File: src/logic/acr_pkg.sv
// Constants for the converter configuration and status register bank.
// Assumes an AXI4-Lite master with 32-bit data and byte addresses.
// Summary of operation
// - Configuration-ready reads 0 during fuse load, then 1 once fuses apply.
// - Writing 1 to soft reset restores all register defaults except configuration-ready, then self-clears.
// - Global power-down bit 4 set powers the whole device down.
// - A general-purpose input pin can also command global power-down.
// - Writing 1 to detect-clear bit 6 resets the sync-detected flag.
// - Input termination select: 0 gives 100 ohm, 1 gives 200 ohm.
// - Writing 2 into the over-range clear field clears the sticky indication.
// - Sticky 0 follows the stretched pulse; sticky 1 holds until cleared.
// - Each over-range pulse is held for length field more cycles; a one-cycle pulse lasts length field plus one.
// - LVDS termination bit 7 set gives 100 ohm, clear gives 50 ohm.
// - Half-swing bit 5 set halves the LVDS output swing.
// - Output rate bit 2, default 1: 0 is DDR, 1 is SDR.

package acr_pkg;

   // ------------------------------------------------------------------
   // Bus geometry and responses
   // ------------------------------------------------------------------
   localparam int         ADDR_W      = 12;
   localparam int         IDX_W       = 10;
   localparam logic [1:0] RESP_OKAY   = 2'h0;
   localparam logic [1:0] RESP_SLVERR = 2'h2;

   // ------------------------------------------------------------------
   // Register indices; byte address is four times the index
   // ------------------------------------------------------------------
   localparam logic [IDX_W-1:0] IDX_CFG_READY  = 10'h025;
   localparam logic [IDX_W-1:0] IDX_SOFT_RESET = 10'h100;
   localparam logic [IDX_W-1:0] IDX_POWERDOWN  = 10'h101;
   localparam logic [IDX_W-1:0] IDX_DET_CLEAR  = 10'h102;
   localparam logic [IDX_W-1:0] IDX_INPUT_TERM = 10'h104;
   localparam logic [IDX_W-1:0] IDX_OVR_MODE   = 10'h10A;
   localparam logic [IDX_W-1:0] IDX_OVR_LENGTH = 10'h10B;
   localparam logic [IDX_W-1:0] IDX_LINK_CFG   = 10'h110;
   localparam logic [IDX_W-1:0] IDX_STATUS     = 10'h140;
   localparam logic [IDX_W-1:0] IDX_IRQ_STATUS = 10'h180;
   localparam logic [IDX_W-1:0] IDX_IRQ_MASK   = 10'h181;

   // ------------------------------------------------------------------
   // Field positions
   // ------------------------------------------------------------------
   localparam int         BIT_CFG_READY  = 4;
   localparam int         BIT_SOFT_RESET = 0;
   localparam int         BIT_POWERDOWN  = 4;
   localparam int         BIT_DET_CLEAR  = 6;
   localparam int         BIT_INPUT_TERM = 0;
   localparam int         BIT_OVR_STICKY = 0;
   localparam int         OVR_CLR_LO     = 1;
   localparam logic [1:0] OVR_CLEAR_CODE = 2'h2;
   localparam int         BIT_LVDS_TERM  = 7;
   localparam int         BIT_HALF_SWING = 5;
   localparam int         BIT_RATE_SEL   = 2;
   localparam int         BIT_DET_FLAG   = 6;
   localparam int         BIT_OVR_STATUS = 0;
   localparam int         IRQ_W          = 3;
   localparam int         IRQ_CFG_READY  = 0;
   localparam int         IRQ_SYNC_DET   = 1;
   localparam int         IRQ_OVERRANGE  = 2;

   // ------------------------------------------------------------------
   // Values after reset
   // ------------------------------------------------------------------
   localparam logic             RST_BIT      = 1'b0;
   localparam logic             RST_RATE_SEL = 1'b1;
   localparam logic [1:0]       RST_OVR_CLR  = 2'h0;
   localparam logic [7:0]       RST_OVR_LEN  = 8'h00;
   localparam logic [IRQ_W-1:0] RST_IRQ      = 3'h0;

endpackage : acr_pkg

File: src/logic/acr_regs.sv
// Configuration and status register bank with AXI4-Lite slave and interrupt.
// Assumes fuse-load and over-range inputs come from logic on mclk_i.
//
// Added by the designer: the AXI4-Lite slave port.
`timescale 1ns/1ns

module acr_regs
(
   input  wire logic                       mclk_i,
   input  wire logic                       rst_i,
   input  wire logic                       ce_i,
   input  wire logic [acr_pkg::ADDR_W-1:0] s_axi_awaddr_i,
   input  wire logic                       s_axi_awvalid_i,
   output wire logic                       s_axi_awready_o,
   input  wire logic [31:0]                s_axi_wdata_i,
   input  wire logic [3:0]                 s_axi_wstrb_i,
   input  wire logic                       s_axi_wvalid_i,
   output wire logic                       s_axi_wready_o,
   output wire logic [1:0]                 s_axi_bresp_o,
   output wire logic                       s_axi_bvalid_o,
   input  wire logic                       s_axi_bready_i,
   input  wire logic [acr_pkg::ADDR_W-1:0] s_axi_araddr_i,
   input  wire logic                       s_axi_arvalid_i,
   output wire logic                       s_axi_arready_o,
   output wire logic [31:0]                s_axi_rdata_o,
   output wire logic [1:0]                 s_axi_rresp_o,
   output wire logic                       s_axi_rvalid_o,
   input  wire logic                       s_axi_rready_i,
   input  wire logic                       fuse_loaded_i,
   input  wire logic                       gpio_powerdown_i,
   input  wire logic                       sync_ref_i,
   input  wire logic                       overrange_i,
   output wire logic                       config_ready_o,
   output wire logic                       global_powerdown_o,
   output wire logic                       input_term_200_o,
   output wire logic                       lvds_term_100_o,
   output wire logic                       lvds_half_swing_o,
   output wire logic                       output_rate_sdr_o,
   output wire logic                       overrange_o,
   output wire logic                       irq_o
);
   import acr_pkg::*;

   // ------------------------------------------------------------------
   // State
   // ------------------------------------------------------------------
   logic              aw_held, w_held, bvalid, rvalid;
   logic [IDX_W-1:0]  aw_idx;
   logic [7:0]        w_byte;
   logic              w_lane0;
   logic [1:0]        bresp, rresp;
   logic [31:0]       rdata;
   logic              cfg_rdy, soft_rst, pdn, det_clr, term;
   logic              sticky, lvds_term, half_swing, rate_sdr;
   logic [1:0]        ovr_clr;
   logic [7:0]        ovr_len, ovr_cnt;
   logic              ovr_str, ovr_latch, sync_flag;
   logic              gpio_s1, gpio_s2, sync_s1, sync_s2, sync_s3;
   logic [IRQ_W-1:0]  irq_st, irq_mask;

   function automatic logic [7:0] place(input logic v, input int pos);
      logic [7:0] r;
      r      = 8'h00;
      r[pos] = v;
      return r;
   endfunction : place

   // ------------------------------------------------------------------
   // Bus decode
   // ------------------------------------------------------------------
   wire              wr_go   = aw_held & w_held & ~bvalid;
   wire              rd_go   = s_axi_arvalid_i & ~rvalid;
   wire [IDX_W-1:0]  ar_idx  = s_axi_araddr_i[ADDR_W-1:2];
   wire              wr_en   = wr_go & w_lane0;

   wire wr_known = (aw_idx == IDX_CFG_READY) || (aw_idx == IDX_SOFT_RESET)
                || (aw_idx == IDX_POWERDOWN) || (aw_idx == IDX_DET_CLEAR)
                || (aw_idx == IDX_INPUT_TERM) || (aw_idx == IDX_OVR_MODE)
                || (aw_idx == IDX_OVR_LENGTH) || (aw_idx == IDX_LINK_CFG)
                || (aw_idx == IDX_STATUS) || (aw_idx == IDX_IRQ_STATUS)
                || (aw_idx == IDX_IRQ_MASK);

   wire we_rst  = wr_en & (aw_idx == IDX_SOFT_RESET);
   wire we_pdn  = wr_en & (aw_idx == IDX_POWERDOWN);
   wire we_det  = wr_en & (aw_idx == IDX_DET_CLEAR);
   wire we_term = wr_en & (aw_idx == IDX_INPUT_TERM);
   wire we_mode = wr_en & (aw_idx == IDX_OVR_MODE);
   wire we_len  = wr_en & (aw_idx == IDX_OVR_LENGTH);
   wire we_link = wr_en & (aw_idx == IDX_LINK_CFG);
   wire we_ist  = wr_en & (aw_idx == IDX_IRQ_STATUS);
   wire we_imsk = wr_en & (aw_idx == IDX_IRQ_MASK);

   // Reserved bits are never stored, so they read back as zero.
   wire [7:0] rd_link = place(lvds_term, BIT_LVDS_TERM)
                      | place(half_swing, BIT_HALF_SWING)
                      | place(rate_sdr, BIT_RATE_SEL);
   wire [7:0] rd_mode = place(sticky, BIT_OVR_STICKY)
                      | {5'h00, ovr_clr, 1'b0};
   wire [7:0] rd_stat = place(sync_flag, BIT_DET_FLAG)
                      | place(overrange_o, BIT_OVR_STATUS);

   wire       rd_known;
   wire [7:0] rd_byte;
   assign {rd_known, rd_byte} =
        (ar_idx == IDX_CFG_READY)  ? {1'b1, place(cfg_rdy, BIT_CFG_READY)}
      : (ar_idx == IDX_SOFT_RESET) ? {1'b1, place(soft_rst, BIT_SOFT_RESET)}
      : (ar_idx == IDX_POWERDOWN)  ? {1'b1, place(pdn, BIT_POWERDOWN)}
      : (ar_idx == IDX_DET_CLEAR)  ? {1'b1, place(det_clr, BIT_DET_CLEAR)}
      : (ar_idx == IDX_INPUT_TERM) ? {1'b1, place(term, BIT_INPUT_TERM)}
      : (ar_idx == IDX_OVR_MODE)   ? {1'b1, rd_mode}
      : (ar_idx == IDX_OVR_LENGTH) ? {1'b1, ovr_len}
      : (ar_idx == IDX_LINK_CFG)   ? {1'b1, rd_link}
      : (ar_idx == IDX_STATUS)     ? {1'b1, rd_stat}
      : (ar_idx == IDX_IRQ_STATUS) ? {1'b1, 5'h00, irq_st}
      : (ar_idx == IDX_IRQ_MASK)   ? {1'b1, 5'h00, irq_mask}
      : {1'b0, 8'h00};

   // ------------------------------------------------------------------
   // AXI4-Lite slave
   // ------------------------------------------------------------------
   always_ff @(posedge mclk_i)
   begin
      if (rst_i)
      begin
         aw_held <= 1'b0;
         w_held  <= 1'b0;
         bvalid  <= 1'b0;
         rvalid  <= 1'b0;
         aw_idx  <= '0;
         w_byte  <= 8'h00;
         w_lane0 <= 1'b0;
         bresp   <= RESP_OKAY;
         rresp   <= RESP_OKAY;
         rdata   <= 32'h0000_0000;
      end
      else if (ce_i)
      begin
         if (s_axi_awvalid_i && s_axi_awready_o)
         begin
            aw_held <= 1'b1;
            aw_idx  <= s_axi_awaddr_i[ADDR_W-1:2];
         end
         if (s_axi_wvalid_i && s_axi_wready_o)
         begin
            w_held  <= 1'b1;
            w_byte  <= s_axi_wdata_i[7:0];
            w_lane0 <= s_axi_wstrb_i[0];
         end
         if (wr_go)
         begin
            aw_held <= 1'b0;
            w_held  <= 1'b0;
            bvalid  <= 1'b1;
            bresp   <= wr_known ? RESP_OKAY : RESP_SLVERR;
         end
         else if (bvalid && s_axi_bready_i)
            bvalid <= 1'b0;
         if (rd_go)
         begin
            rvalid <= 1'b1;
            rdata  <= {24'h000000, rd_byte};
            rresp  <= rd_known ? RESP_OKAY : RESP_SLVERR;
         end
         else if (rvalid && s_axi_rready_i)
            rvalid <= 1'b0;
      end
   end

   assign s_axi_awready_o = ~aw_held & ~bvalid;
   assign s_axi_wready_o  = ~w_held & ~bvalid;
   assign s_axi_bvalid_o  = bvalid;
   assign s_axi_bresp_o   = bresp;
   assign s_axi_arready_o = ~rvalid;
   assign s_axi_rvalid_o  = rvalid;
   assign s_axi_rdata_o   = rdata;
   assign s_axi_rresp_o   = rresp;

   // ------------------------------------------------------------------
   // Pin synchronisers and event detection
   // ------------------------------------------------------------------
   always_ff @(posedge mclk_i)
   begin
      if (rst_i)
      begin
         {gpio_s1, gpio_s2} <= 2'h0;
         {sync_s1, sync_s2, sync_s3} <= 3'h0;
      end
      else if (ce_i)
      begin
         gpio_s1 <= gpio_powerdown_i;
         gpio_s2 <= gpio_s1;
         sync_s1 <= sync_ref_i;
         sync_s2 <= sync_s1;
         sync_s3 <= sync_s2;
      end
   end

   wire sync_rise = sync_s2 & ~sync_s3;
   wire cfg_set   = fuse_loaded_i & ~cfg_rdy;
   // Soft reset waits for the clock enable so that a frozen block stays put.
   wire reg_clr   = rst_i | (soft_rst & ce_i);

   // ------------------------------------------------------------------
   // Configuration registers
   // ------------------------------------------------------------------
   // Fuse state survives a soft reset; only a hardware reset reloads it.
   always_ff @(posedge mclk_i)
   begin
      if (rst_i)
         cfg_rdy <= RST_BIT;
      else if (ce_i && cfg_set)
         cfg_rdy <= 1'b1;
   end

   always_ff @(posedge mclk_i)
   begin
      if (reg_clr)
      begin
         soft_rst   <= RST_BIT;
         pdn        <= RST_BIT;
         det_clr    <= RST_BIT;
         term       <= RST_BIT;
         sticky     <= RST_BIT;
         ovr_clr    <= RST_OVR_CLR;
         ovr_len    <= RST_OVR_LEN;
         lvds_term  <= RST_BIT;
         half_swing <= RST_BIT;
         rate_sdr   <= RST_RATE_SEL;
         irq_mask   <= RST_IRQ;
      end
      else if (ce_i)
      begin
         if (we_rst)
            soft_rst <= w_byte[BIT_SOFT_RESET];
         if (we_pdn)
            pdn <= w_byte[BIT_POWERDOWN];
         if (we_det)
            det_clr <= w_byte[BIT_DET_CLEAR];
         if (we_term)
            term <= w_byte[BIT_INPUT_TERM];
         if (we_mode)
         begin
            sticky  <= w_byte[BIT_OVR_STICKY];
            ovr_clr <= w_byte[OVR_CLR_LO+:2];
         end
         if (we_len)
            ovr_len <= w_byte;
         if (we_link)
         begin
            lvds_term  <= w_byte[BIT_LVDS_TERM];
            half_swing <= w_byte[BIT_HALF_SWING];
            rate_sdr   <= w_byte[BIT_RATE_SEL];
         end
         if (we_imsk)
            irq_mask <= w_byte[IRQ_W-1:0];
      end
   end

   // ------------------------------------------------------------------
   // Sync detect flag and over-range stretcher
   // ------------------------------------------------------------------
   // A new event in the same cycle as a clear keeps its flag set.
   always_ff @(posedge mclk_i)
   begin
      if (reg_clr)
      begin
         sync_flag <= 1'b0;
         ovr_str   <= 1'b0;
         ovr_cnt   <= 8'h00;
         ovr_latch <= 1'b0;
      end
      else if (ce_i)
      begin
         if (sync_rise)
            sync_flag <= 1'b1;
         else if (det_clr)
            sync_flag <= 1'b0;
         if (overrange_i)
         begin
            ovr_str <= 1'b1;
            ovr_cnt <= ovr_len;
         end
         else if (ovr_cnt != 8'h00)
            ovr_cnt <= ovr_cnt - 8'h01;
         else
            ovr_str <= 1'b0;
         if (overrange_i)
            ovr_latch <= 1'b1;
         else if (ovr_clr == OVR_CLEAR_CODE)
            ovr_latch <= 1'b0;
      end
   end

   // ------------------------------------------------------------------
   // Interrupt status, write one to clear, set wins
   // ------------------------------------------------------------------
   wire [IRQ_W-1:0] irq_ev  = {overrange_i, sync_rise, cfg_set};
   wire [IRQ_W-1:0] irq_w1c = we_ist ? w_byte[IRQ_W-1:0] : RST_IRQ;

   always_ff @(posedge mclk_i)
   begin
      if (reg_clr)
         irq_st <= RST_IRQ;
      else if (ce_i)
         irq_st <= (irq_st & ~irq_w1c) | irq_ev;
   end

   // ------------------------------------------------------------------
   // Outputs
   // ------------------------------------------------------------------
   // Pin and register both command power-down; either one is enough.
   assign global_powerdown_o = pdn | gpio_s2;
   assign config_ready_o     = cfg_rdy;
   assign input_term_200_o   = term;
   assign lvds_term_100_o    = lvds_term;
   assign lvds_half_swing_o  = half_swing;
   // SDR is only meaningful when a single channel is sent out.
   assign output_rate_sdr_o  = rate_sdr;
   assign overrange_o        = sticky ? ovr_latch : ovr_str;
   assign irq_o              = |(irq_st & irq_mask);
endmodule : acr_regs

File: config.mk
export PLATFORM = sky130hd
export DESIGN_NAME = acr_regs
export DESIGN_NICKNAME = d
export VERILOG_FILES = /design/src/logic/acr_pkg.sv /design/src/logic/acr_regs.sv
export SDC_FILE = /design/constraint.sdc
export NUM_CORES = 1
export LEC_CHECK = 0
export ABC_AREA = 1
export BUFFER_PORTS_ARGS = -buffer_cell sky130_fd_sc_hd__buf_2
export CAP_MARGIN = 20
export CORE_MARGIN = 3
export CORE_UTILIZATION = 46
export DETAILED_ROUTE_END_ITERATION = 16
export GPL_ROUTABILITY_DRIVEN = 0
export PLACE_DENSITY = 0.87
export SYNTH_ARGS = -nofsm -noshare
export SYNTH_HDL_FRONTEND = slang
export SYNTH_SLANG_ARGS = --single-unit
File: constraint.sdc
create_clock -name mclk_i -period 1.4 [get_ports mclk_i]
set_input_delay 0.07 -clock mclk_i [delete_from_list [all_inputs] [get_ports mclk_i]]
set_output_delay 0.07 -clock mclk_i [all_outputs]
set_load 0.1 [all_outputs]
Word-level counts from Yosys, hierarchy flattened
Cells that the tools add are included.
{"block": "word_totals", "out_inout_bits": 49, "ff_bits": 76, "elab_cells": 166}
{"block": "classes", "bitwise": 34, "muxes": 31, "reduce_logical": 44, "addsub": 1, "n_eq_ne": 24}
{"operator": "equality test 10 x 9 -> 1 bit, second input constant", "n": 20}
{"operator": "2-to-1 mux 9 bit", "n": 11}
{"operator": "AND reduction 2 bit", "n": 20}
{"operator": "equality test 10 x 6 -> 1 bit, second input constant", "n": 2}
{"operator": "bitwise AND 1 bit", "n": 18}
{"operator": "2-to-1 mux 8 bit", "n": 2}
{"operator": "2-to-1 mux 1 bit", "n": 15}
{"operator": "nonzero test 2 bit", "n": 7}
{"operator": "logical OR 1 bit", "n": 10}
{"operator": "bitwise OR 8 x 3 -> 8 bit", "n": 1}
{"operator": "bitwise OR 8 x 6 -> 8 bit", "n": 1}
{"operator": "nonzero test 8 bit", "n": 1}
{"operator": "subtractor 8 x 1 -> 8 bit, second input constant", "n": 1}
{"operator": "bitwise OR 7 x 1 -> 7 bit", "n": 1}
{"operator": "bitwise AND 3 bit", "n": 2}
{"operator": "inverter 1 bit", "n": 6}
{"operator": "logical AND 1 bit", "n": 5}
{"operator": "2-to-1 mux 2 bit", "n": 2}
{"operator": "2-to-1 mux 3 bit", "n": 1}
{"operator": "inverter 3 bit", "n": 1}
{"operator": "bitwise OR 1 x 3 -> 3 bit", "n": 1}
{"operator": "bitwise OR 3 bit", "n": 1}
{"operator": "OR reduction 3 bit", "n": 1}
{"operator": "equality test 2 bit, second input constant", "n": 1}
{"operator": "2 further kinds", "n": 3}

Longest topological paths before layout
Gate-level depths: netlist of run 1.
{"block": "logic_depth", "ltp_word": 13, "depth_mapped": 11, "ltp_nobuf": 11}

Least setup slack after synthesis of run 1
Ideal clock, no wire load.
{"block": "synth_timing", "path_type": "register to register", "startpoint": "register bvalid (netlist: s_axi_bvalid_o)", "endpoint": "register aw_idx[2]", "setup_ns": 0.116, "required_time_ns": 1.284, "period_less_slack_ns": 3.180, "arrival_ns": 3.064, "path_stages_with_launch": 6, "path_slack_ns": -1.780, "cell_sequence": "dfxtp_1 nor2_1 nand3_1 buf_2 o21ai_0 nor2_1"}
{"block": "synth_between", "elab_chain_cells": 4}
{"item": "start: declaration", "line_no": "acr_regs.sv:47", "source": "logic aw_held, w_held, bvalid, rvalid;"}
{"item": "start signal: assignment", "line_no": "acr_regs.sv:127", "source": "bvalid <= 1'b0;"}
{"item": "start signal: assignment", "line_no": "acr_regs.sv:153", "source": "bvalid <= 1'b1;"}
{"item": "start signal: assignment", "line_no": "acr_regs.sv:157", "source": "bvalid <= 1'b0;"}
{"item": "inverter 1 bit", "line_no": "acr_regs.sv:169", "source": "assign s_axi_awready_o = ~aw_held & ~bvalid;"}
{"item": "bitwise AND 1 bit", "line_no": "acr_regs.sv:169"}
{"item": "net s_axi_awready_o", "line_no": "acr_regs.sv:14", "source": "output wire logic s_axi_awready_o,"}
{"item": "logical AND 1 bit", "line_no": "acr_regs.sv:138", "source": "if (s_axi_awvalid_i && s_axi_awready_o)"}
{"item": "AND reduction 2 bit (no line)"}
{"item": "end signal: assignment", "line_no": "acr_regs.sv:141", "source": "aw_idx <= s_axi_awaddr_i[ADDR_W-1:2];"}
{"item": "end: declaration", "line_no": "acr_regs.sv:48", "source": "logic [IDX_W-1:0] aw_idx;"}
The timed path passes the listed nets, and every way through them passes these cells.
A chain may end at the register's enable or synchronous reset.

Worst setup path in the final report of run 1
{"block": "layout_timing", "startpoint": "register aw_idx[9]", "endpoint": "register det_clr"}
{"block": "layout_between", "elab_chain_cells": 3}
{"item": "equality test 10 x 9 -> 1 bit", "line_no": "acr_regs.sv:85", "source": "wire we_det = wr_en & (aw_idx == IDX_DET_CLEAR);"}
{"item": "bitwise AND 1 bit", "line_no": "acr_regs.sv:85"}
{"item": "AND reduction 2 bit (no line)"}
{"item": "end signal: assignment", "line_no": "acr_regs.sv:238", "source": "det_clr <= w_byte[BIT_DET_CLEAR];"}
{"item": "end: declaration", "line_no": "acr_regs.sv:53", "source": "logic cfg_rdy, soft_rst, pdn, det_clr, term;"}
No other way between the ends.

==> reports/results.ini, run 1 <==
[yosys]
synth_cell_types = 40
ys_seq_area_share_pct = 39.8
ys_warn_count = 0
synth.avg_cell_area_um2 = 6.92
synth-seq-cells = 74
syn-cell-area_mm2 = 0.00372
syn_inst = 538

[timing]
min_period_ns = 1.76
grt_setup_unrepaired = true
fin_worst_skew_ns = 0.0149
hold_viol = 2
setup-violations-final = 36
maxSlewViolCount = 0
post-route-period-util_pct = 126
relSlewSlack_pct = 58.3
fin_hold_ws_ns = -0.00305
tightest_slew_ns = 0.621
setup_tns_ns = -3.86
fmax_mhz = 567
finalWorstSetupSlack_ns = -0.365

[route]
wl_mm = 15.2
postRouteAntennaNets = 0
wl_per_cell_um = 19.2
drt_iter0_drc = 619
vias = 4764
route.detailed.drc = 0
viasPerCell = 6.03
drtPass1Iterations = 9

[power]
p_seq_share_pct = 41.8
power.density_mw_per_mm2 = 1020
intPower_mw = 3.52
vdd.ir_drop.worst_mv = 0.720
swShare_pct = 36.0
finalPower_mw = 5.51
clkPwrFrac_pct = 30.9
switchingPower_mw = 1.99
pwr-share-comb_pct = 27.3
p_leak_nw = 2.35

[cells_and_area]
nNetsFinal = 757
drive_above_1_share_pct = 37.2
diodes = 0
final_area_mm2 = 0.00543
final_core_util_pct = 69.5
syn2layout_area_growth_pct = 45.8

[worst_hold_path]
hp-class = in -> reg

[grt]
grt_antenna_before_repair = 1
track_usage_pct = 27.5
overflow = 0
grt_max_degree = 20
grt_pass1_vias = 4305
grt_pass1_wl_mm = 19.5

[placement]
postPlaceCellArea_mm2 = 0.00453
hpwl_mm = 7.91
port_buffers = 63
place_ws_ns = -0.125

[floorplanning]
core-area_mm2 = 0.00781
die_x_um = 95.9
ios = 121
fp-row-count = 32
die_area_mm2 = 0.00920
die_h_um = 95.9
initial_core_util_pct = 47.7

[clocking]
clock_latency_ns = 0.36
cts_tree = built
root_buffer = clkbuf_8
clockBufferDepth = 2
htree_num_levels = 3
cts.sinks = 74
path_clk_slew_ns = 0.09
cts_inserted_buffers = 9

[run]
cap_violations = 0

[worst_setup_path]
arrival_ns = 1.96
cpPeakStageDelay_ns = 0.49
worstSetupStartpointType = flip-flop
worstSetupEndpointType = flip-flop
critPathTopFamily = simple AND/OR/NAND/NOR gates
crit_path_max_fanout = 3
cp_common_cell = nor2_4
cpMaxStageDelayCell = nor3_1
critPathKind = reg -> reg
crit_required_ns = 1.60
critPathBufInv = 2
crit_chain = inv_2, nand3_4, buf_4, nor2_4, nand2_2, nor2_4, a21oi_1, nor3_1

[status]
violations = negative hold slack, negative setup slack
status = finished, violations left

-- cells in the mapped netlist (all sizes together) --
cell,number,area [um2]
o21ai,62,310
o311a,1,10.0
nand2,79,304
dfxtp,74,1480
o31ai,1,7.51
buf,32,230
xnor2,2,17.5
or2,3,18.8
a211oi,1,7.51
a31oi,1,6.26
o22ai,1,6.26
nand3,32,165
a21oi,62,310
nand4,10,77.6
nor3,12,65.1
xor2,1,8.76
clkinv,1,5.00
ha,2,25.0
nor3b,1,7.51
a41oi,1,8.76
clkbuf,8,30.0
o211ai,3,22.5
nor4,3,18.8
a311oi,1,8.76
nor2,78,313
inv,63,236
conb,1,3.75
nand3b,2,15.0
-- layout make-up --
cell class / count / area (um2)
multi-input cells: 387 / 2270
clock inverters: 3 / 40.0
flip-flops and latches: 74 / 1500
inverters: 64 / 264
repair buffers: 147 / 1080
fillers: 515 / 2380
clock buffers: 13 / 149
well taps: 102 / 128
-- cells by family (layout without fill, tap and decap cells) --
| family | count (synthesis) | count (layout) | synth area share, % |
|---|---|---|---|
| compound gates | 134 | 134 | 18.8 |
| xor+xnor | 3 | 3 | 0.706 |
| fa+ha+maj | 2 | 2 | 0.672 |
| buf+inv | 104 | 227 | 13.5 |
| flops | 74 | 74 | 39.8 |
| other cells | 1 | 26 | 0.101 |
| simple gates | 220 | 222 | 26.5 |
-- routing by layer --
metal	up-vias	track usage, %	wire length [um]
met1	2123	30.2	5010
met5	-	0	0
met3	155	6.65	1860
met4	0	17.4	1360
li1	2024	-	-
met2	462	47.2	6960
-- worst register-to-register path, stage by stage (launching register included) --
cell and delay (ns):
dfxtp_2 0.33, inv_2 0.09, nand3_4 0.12, buf_4 0.17, nor2_4 0.10, nand2_2 0.13
nor2_4 0.12, a21oi_1 0.07, nor3_1 0.49
-- repair_timing --
| item | CTS | global route |
|---|---|---|
| endpoints found under the setup margin | 28 | 40 |
| pin swaps | 16 | 26 |
| resized for setup | 53 | 64 |
| buffers inserted | 6 | 13 |
| hold buffers | 19 | 0 |
| hold endpoints to repair | 19 | 0 |
| gates cloned | 1 | 1 |
-- power by group through the flow --
stage | clock, mW | combinational [mW] | sequential [mW]
2_1_floorplan | 0 | 0.880 | 2.36
3_3_place_gp | 0 | 1.19 | 2.31
3_5_place_dp | 0 | 1.22 | 2.32
4_1_cts | 1.64 | 1.34 | 2.28
5_1_grt | 1.77 | 1.58 | 2.31
6_report | 1.70 | 1.50 | 2.31
-- metrics by stage --
step | hold slack (ns) | std cells
global placement | 0.293 | 735
detailed placement | 0.301 | 735
floorplan | 0.139 | 563
CTS | 0.00119 | 777
global route | 0.00848 | 790
finish | -0.00305 | 790
-- cell usage in the layout (no fill, tap or decap), types with 2 or more instances in the layout --
master          n
nand2_1        71
dfxtp_1        65
nor2_1         62
buf_2          58
buf_4          58
inv_1          45
o21ai_1        36
a21oi_1        34
a21oi_2        28
conb_1         26
nand3_1        24
dlygate4sd3_1  19
inv_2          14
o21ai_0        13
o21ai_2        12
nor2_4         10
clkbuf_8       10
nand4_1         9
nor3_1          8
dfxtp_2         7
buf_6           7
nor2_2          6
nand3_2         5
nand3_4         4
nand2_4         4
nand2_2         4
o211ai_1        3
clkbuf_1        3
buf_12          3
or2_2           2
nand3b_1        2
nor3_4          2
nor3_2          2
nand4_4         2
inv_6           2
xnor2_1         2
ha_4            2
clkinv_2        2
dfxtp_4         2
-- sequential cells by signal, indices dropped and copies added (netlist names), 2 cells and up --
register and cells:
aw_idx 10, irq_mask 3, irq_st 3, ovr_clr 2
ovr_cnt 8, ovr_len 8, s_axi_rdata_o 8, w_byte 8
-- worst paths after layout --
check / from / end / slack [ns] / cells past startpoint
worst max-delay path: aw_idx[9] / det_clr / -0.36 / 8
worst min-delay path: s_axi_wdata_i[7] / w_byte[7] / -0.003 / 3
worst max register to register: aw_idx[9] / det_clr / -0.36 / 8
worst min register to register: s_axi_rdata_o[1] / s_axi_rdata_o[1] / 0.47 / 2
Power figures use the tool's default switching activity.
==> inputs of run 2 (changes only) <==
--- a/config.mk
+++ b/config.mk
@@ -13,6 +13,7 @@
 export DETAILED_ROUTE_END_ITERATION = 16
 export GPL_ROUTABILITY_DRIVEN = 0
 export PLACE_DENSITY = 0.87
+export SETUP_SLACK_MARGIN = 0.1
 export SYNTH_ARGS = -nofsm -noshare
 export SYNTH_HDL_FRONTEND = slang
 export SYNTH_SLANG_ARGS = --single-unit
==> run 2 against run 1 <==
  * The run still ends with negative hold slack, negative setup slack left
  * Worst setup slack improved by 0.12 ns
  * Final cell count did not move
  * Combinational power rose by 3%
  * Design area rose by 2.5%
  * Sequential share of layout area fell by 0.51 points
  * Sequential power barely moved
  * Fmax rose by 7.5%
  * First-iteration DRC count fell by 24%
  * Critical path depth rose by 1
  * Die area did not move
  * Hold slack improved by 0.00072 ns
  * Largest cell class unchanged
  * Largest power group unchanged
  * Highest routed layer is now met5
==> reports/results.ini, run 2 (synthesized netlist as in run 1, its figures left out) <==
[power]
intPower_mw = 3.61  ; +2.3%
p_leak_nw = 2.39  ; +1.5%
clkPwrFrac_pct = 31.3  ; +0.4 points
power.density_mw_per_mm2 = 1000  ; -1.3%
pwr-share-comb_pct = 27.6  ; +0.3 points
vdd.ir_drop.worst_mv = 0.817  ; +13%
switchingPower_mw = 1.97  ; -0.92%
swShare_pct = 35.3  ; -0.74 points
p_seq_share_pct = 41.1  ; -0.7 points

[cells_and_area]
multiInputGateArea_mm2 = 0.00231  ; +1.9%
largest_register_ffs = 10  ; unchanged
final_area_mm2 = 0.00556  ; +2.5%
nNetsFinal = 757  ; unchanged
diodes = 0  ; unchanged
fill_cells = 526  ; +2.1%
regArea_mm2 = 0.00151  ; +0.58%
final_cells = 790  ; unchanged
final_common_cell = nand2_1
syn2layout_area_growth_pct = 49.5
layout_common_cells = 67 x nand2_1, 61 x nor2_1, 58 x dfxtp_1, 55 x buf_2, 51 x buf_4
drive_above_1_share_pct = 40.8  ; +3.6 points
largest-register = aw_idx

[placement]
port_buffers = 63  ; unchanged
placed_cells = 733  ; -0.27%
postPlaceCellArea_mm2 = 0.00454  ; +0.11%
hpwl_mm = 7.89  ; -0.33%

[clocking]
root_buffer = clkbuf_8
clock_latency_ns = 0.36  ; about the same
cts_tree = built
cts_inserted_buffers = 9  ; unchanged
htree_num_levels = 3  ; unchanged
cts.sinks = 74  ; unchanged
clockBufferDepth = 2  ; unchanged
path_clk_slew_ns = 0.09  ; about the same

[route]
postRouteAntennaNets = 0  ; unchanged
drt_iter0_drc = 468  ; -24%
vias = 4558  ; -4.3%
wl_per_cell_um = 18.0  ; -6.6%
wl_mm = 14.2  ; -6.6%
viasPerCell = 5.77  ; -4.3%
drtPass1Iterations = 6  ; -3
route.detailed.drc = 0  ; unchanged

[floorplanning]
die_area_mm2 = 0.00920  ; unchanged
ios = 121  ; unchanged
die_h_um = 95.9  ; unchanged
core-area_mm2 = 0.00781  ; unchanged
fp-row-count = 32  ; unchanged
die_x_um = 95.9  ; unchanged
initial_core_util_pct = 47.7  ; unchanged

[worst_setup_path]
critPathBufInv = 3  ; +1
worstSetupStartpointType = flip-flop
cpPeakStageDelay_ns = 0.33  ; -0.16 ns
worstSetupEndpointType = flip-flop
critPathTopFamily = simple AND/OR/NAND/NOR gates
crit_required_ns = 1.63  ; +0.03 ns
critPathKind = reg -> reg
arrival_ns = 1.87  ; -0.09 ns
crit_path_max_fanout = 3  ; unchanged
cpMaxStageDelayCell = dfxtp_2
crit_chain = inv_2, nand3_4, buf_6, nor2_4, nand2_4, buf_6, nor2_4, a21oi_2, nor3_2

[timing]
setup_tns_ns = -3.17  ; +0.690 ns
fin_hold_ws_ns = -0.00232  ; +0.000722 ns
min_period_ns = 1.64  ; -0.124 ns
setup-violations-final = 28  ; -22%
hold_viol = 2  ; unchanged
finalWorstSetupSlack_ns = -0.241  ; +0.124 ns
fin_worst_skew_ns = 0.0141  ; -0.000733 ns
maxSlewViolCount = 0  ; unchanged
fmax_mhz = 609  ; +7.5%
grt_setup_unrepaired = true
post-route-period-util_pct = 117  ; -8.8 points

[status]
status = finished, violations left
violations = negative hold slack, negative setup slack

[grt]
grt_pass1_vias = 4089  ; -5.0%
grt_antenna_before_repair = 1  ; unchanged
overflow = 0  ; unchanged
grt_max_degree = 22  ; +10%
track_usage_pct = 26.3  ; -1.2 points
grt_pass1_wl_mm = 18.9  ; -3.2%

[run]
cap_violations = 0  ; unchanged

[worst_hold_path]
hp-class = in -> reg

## run 2: path summary, 6_finish.rpt
path	slack, ns	depth (start not counted)	end	startpoint
worst max register to register	-0.24	9	det_clr	aw_idx[9]
worst max-delay path	-0.24	9	det_clr	aw_idx[9]
worst min register to register	0.47	2	s_axi_rdata_o[6]	s_axi_rdata_o[6]
worst min-delay path	-0.002	3	aw_idx[7]	s_axi_awaddr_i[9]
## run 2: area by class of cell
class                      instances  area share (%)
inverter                          64            4.72
multi-input combinational        387            41.6
clock buffer                      11            2.72
tap                              102            2.29
timing repair buffer             147            20.6
clock inverter                     5           0.945
sequential                        74            27.1
## run 2: timing repair
| item | 4_1_cts | 5_1_grt |
|---|---|---|
| gates cloned | 1 | 1 |
| endpoints found under the setup margin | 36 | 61 |
| hold buffers | 16 | 0 |
| setup buffers | 7 | 20 |
| pin swaps | 27 | 21 |
| gates resized for setup | 66 | 66 |
| hold endpoints to repair | 16 | 0 |
## run 2: stage by stage
| stage | setup WS [ns] | power [mW] | util, % | hold WS, ns |
|---|---|---|---|---|
| after floorplan | -0.387 | 3.26 | - | 0.139 |
| after global placement | -0.0236 | 3.50 | 58.1 | 0.293 |
| after detailed placement | -0.0811 | 3.54 | 58.1 | 0.302 |
| after CTS | -0.0478 | 5.34 | 66.2 | 0.00147 |
| after global routing | -0.311 | 5.77 | 71.2 | 0.00573 |
| final | -0.241 | 5.57 | 71.2 | -0.00232 |
## run 2: routing by layer
layer  part of all wire, %  global-route usage [%]
met1                    34                    31.1
met2                    49                    44.6
met3                   9.7                    6.25
met4                   7.7                    12.3
met5                 0.092                       0
## run 2: power by group through the flow
| stage | Clock [mW] | Sequential (mW) | Combinational (mW) |
|---|---|---|---|
| 2_1_floorplan | 0 | 2.37 | 0.896 |
| 3_3_place_gp | 0 | 2.31 | 1.19 |
| 3_5_place_dp | 0 | 2.32 | 1.22 |
| 4_1_cts | 1.71 | 2.28 | 1.35 |
| 5_1_grt | 1.83 | 2.30 | 1.63 |
| 6_report | 1.74 | 2.29 | 1.54 |
## run 2: worst register-to-register path, stage by stage, from the launching register on
cell and delay, ns:
dfxtp_2 0.33, inv_2 0.08, nand3_4 0.10, buf_6 0.14
nor2_4 0.12, nand2_4 0.09, buf_6 0.13, nor2_4 0.13
a21oi_2 0.08, nor3_2 0.31
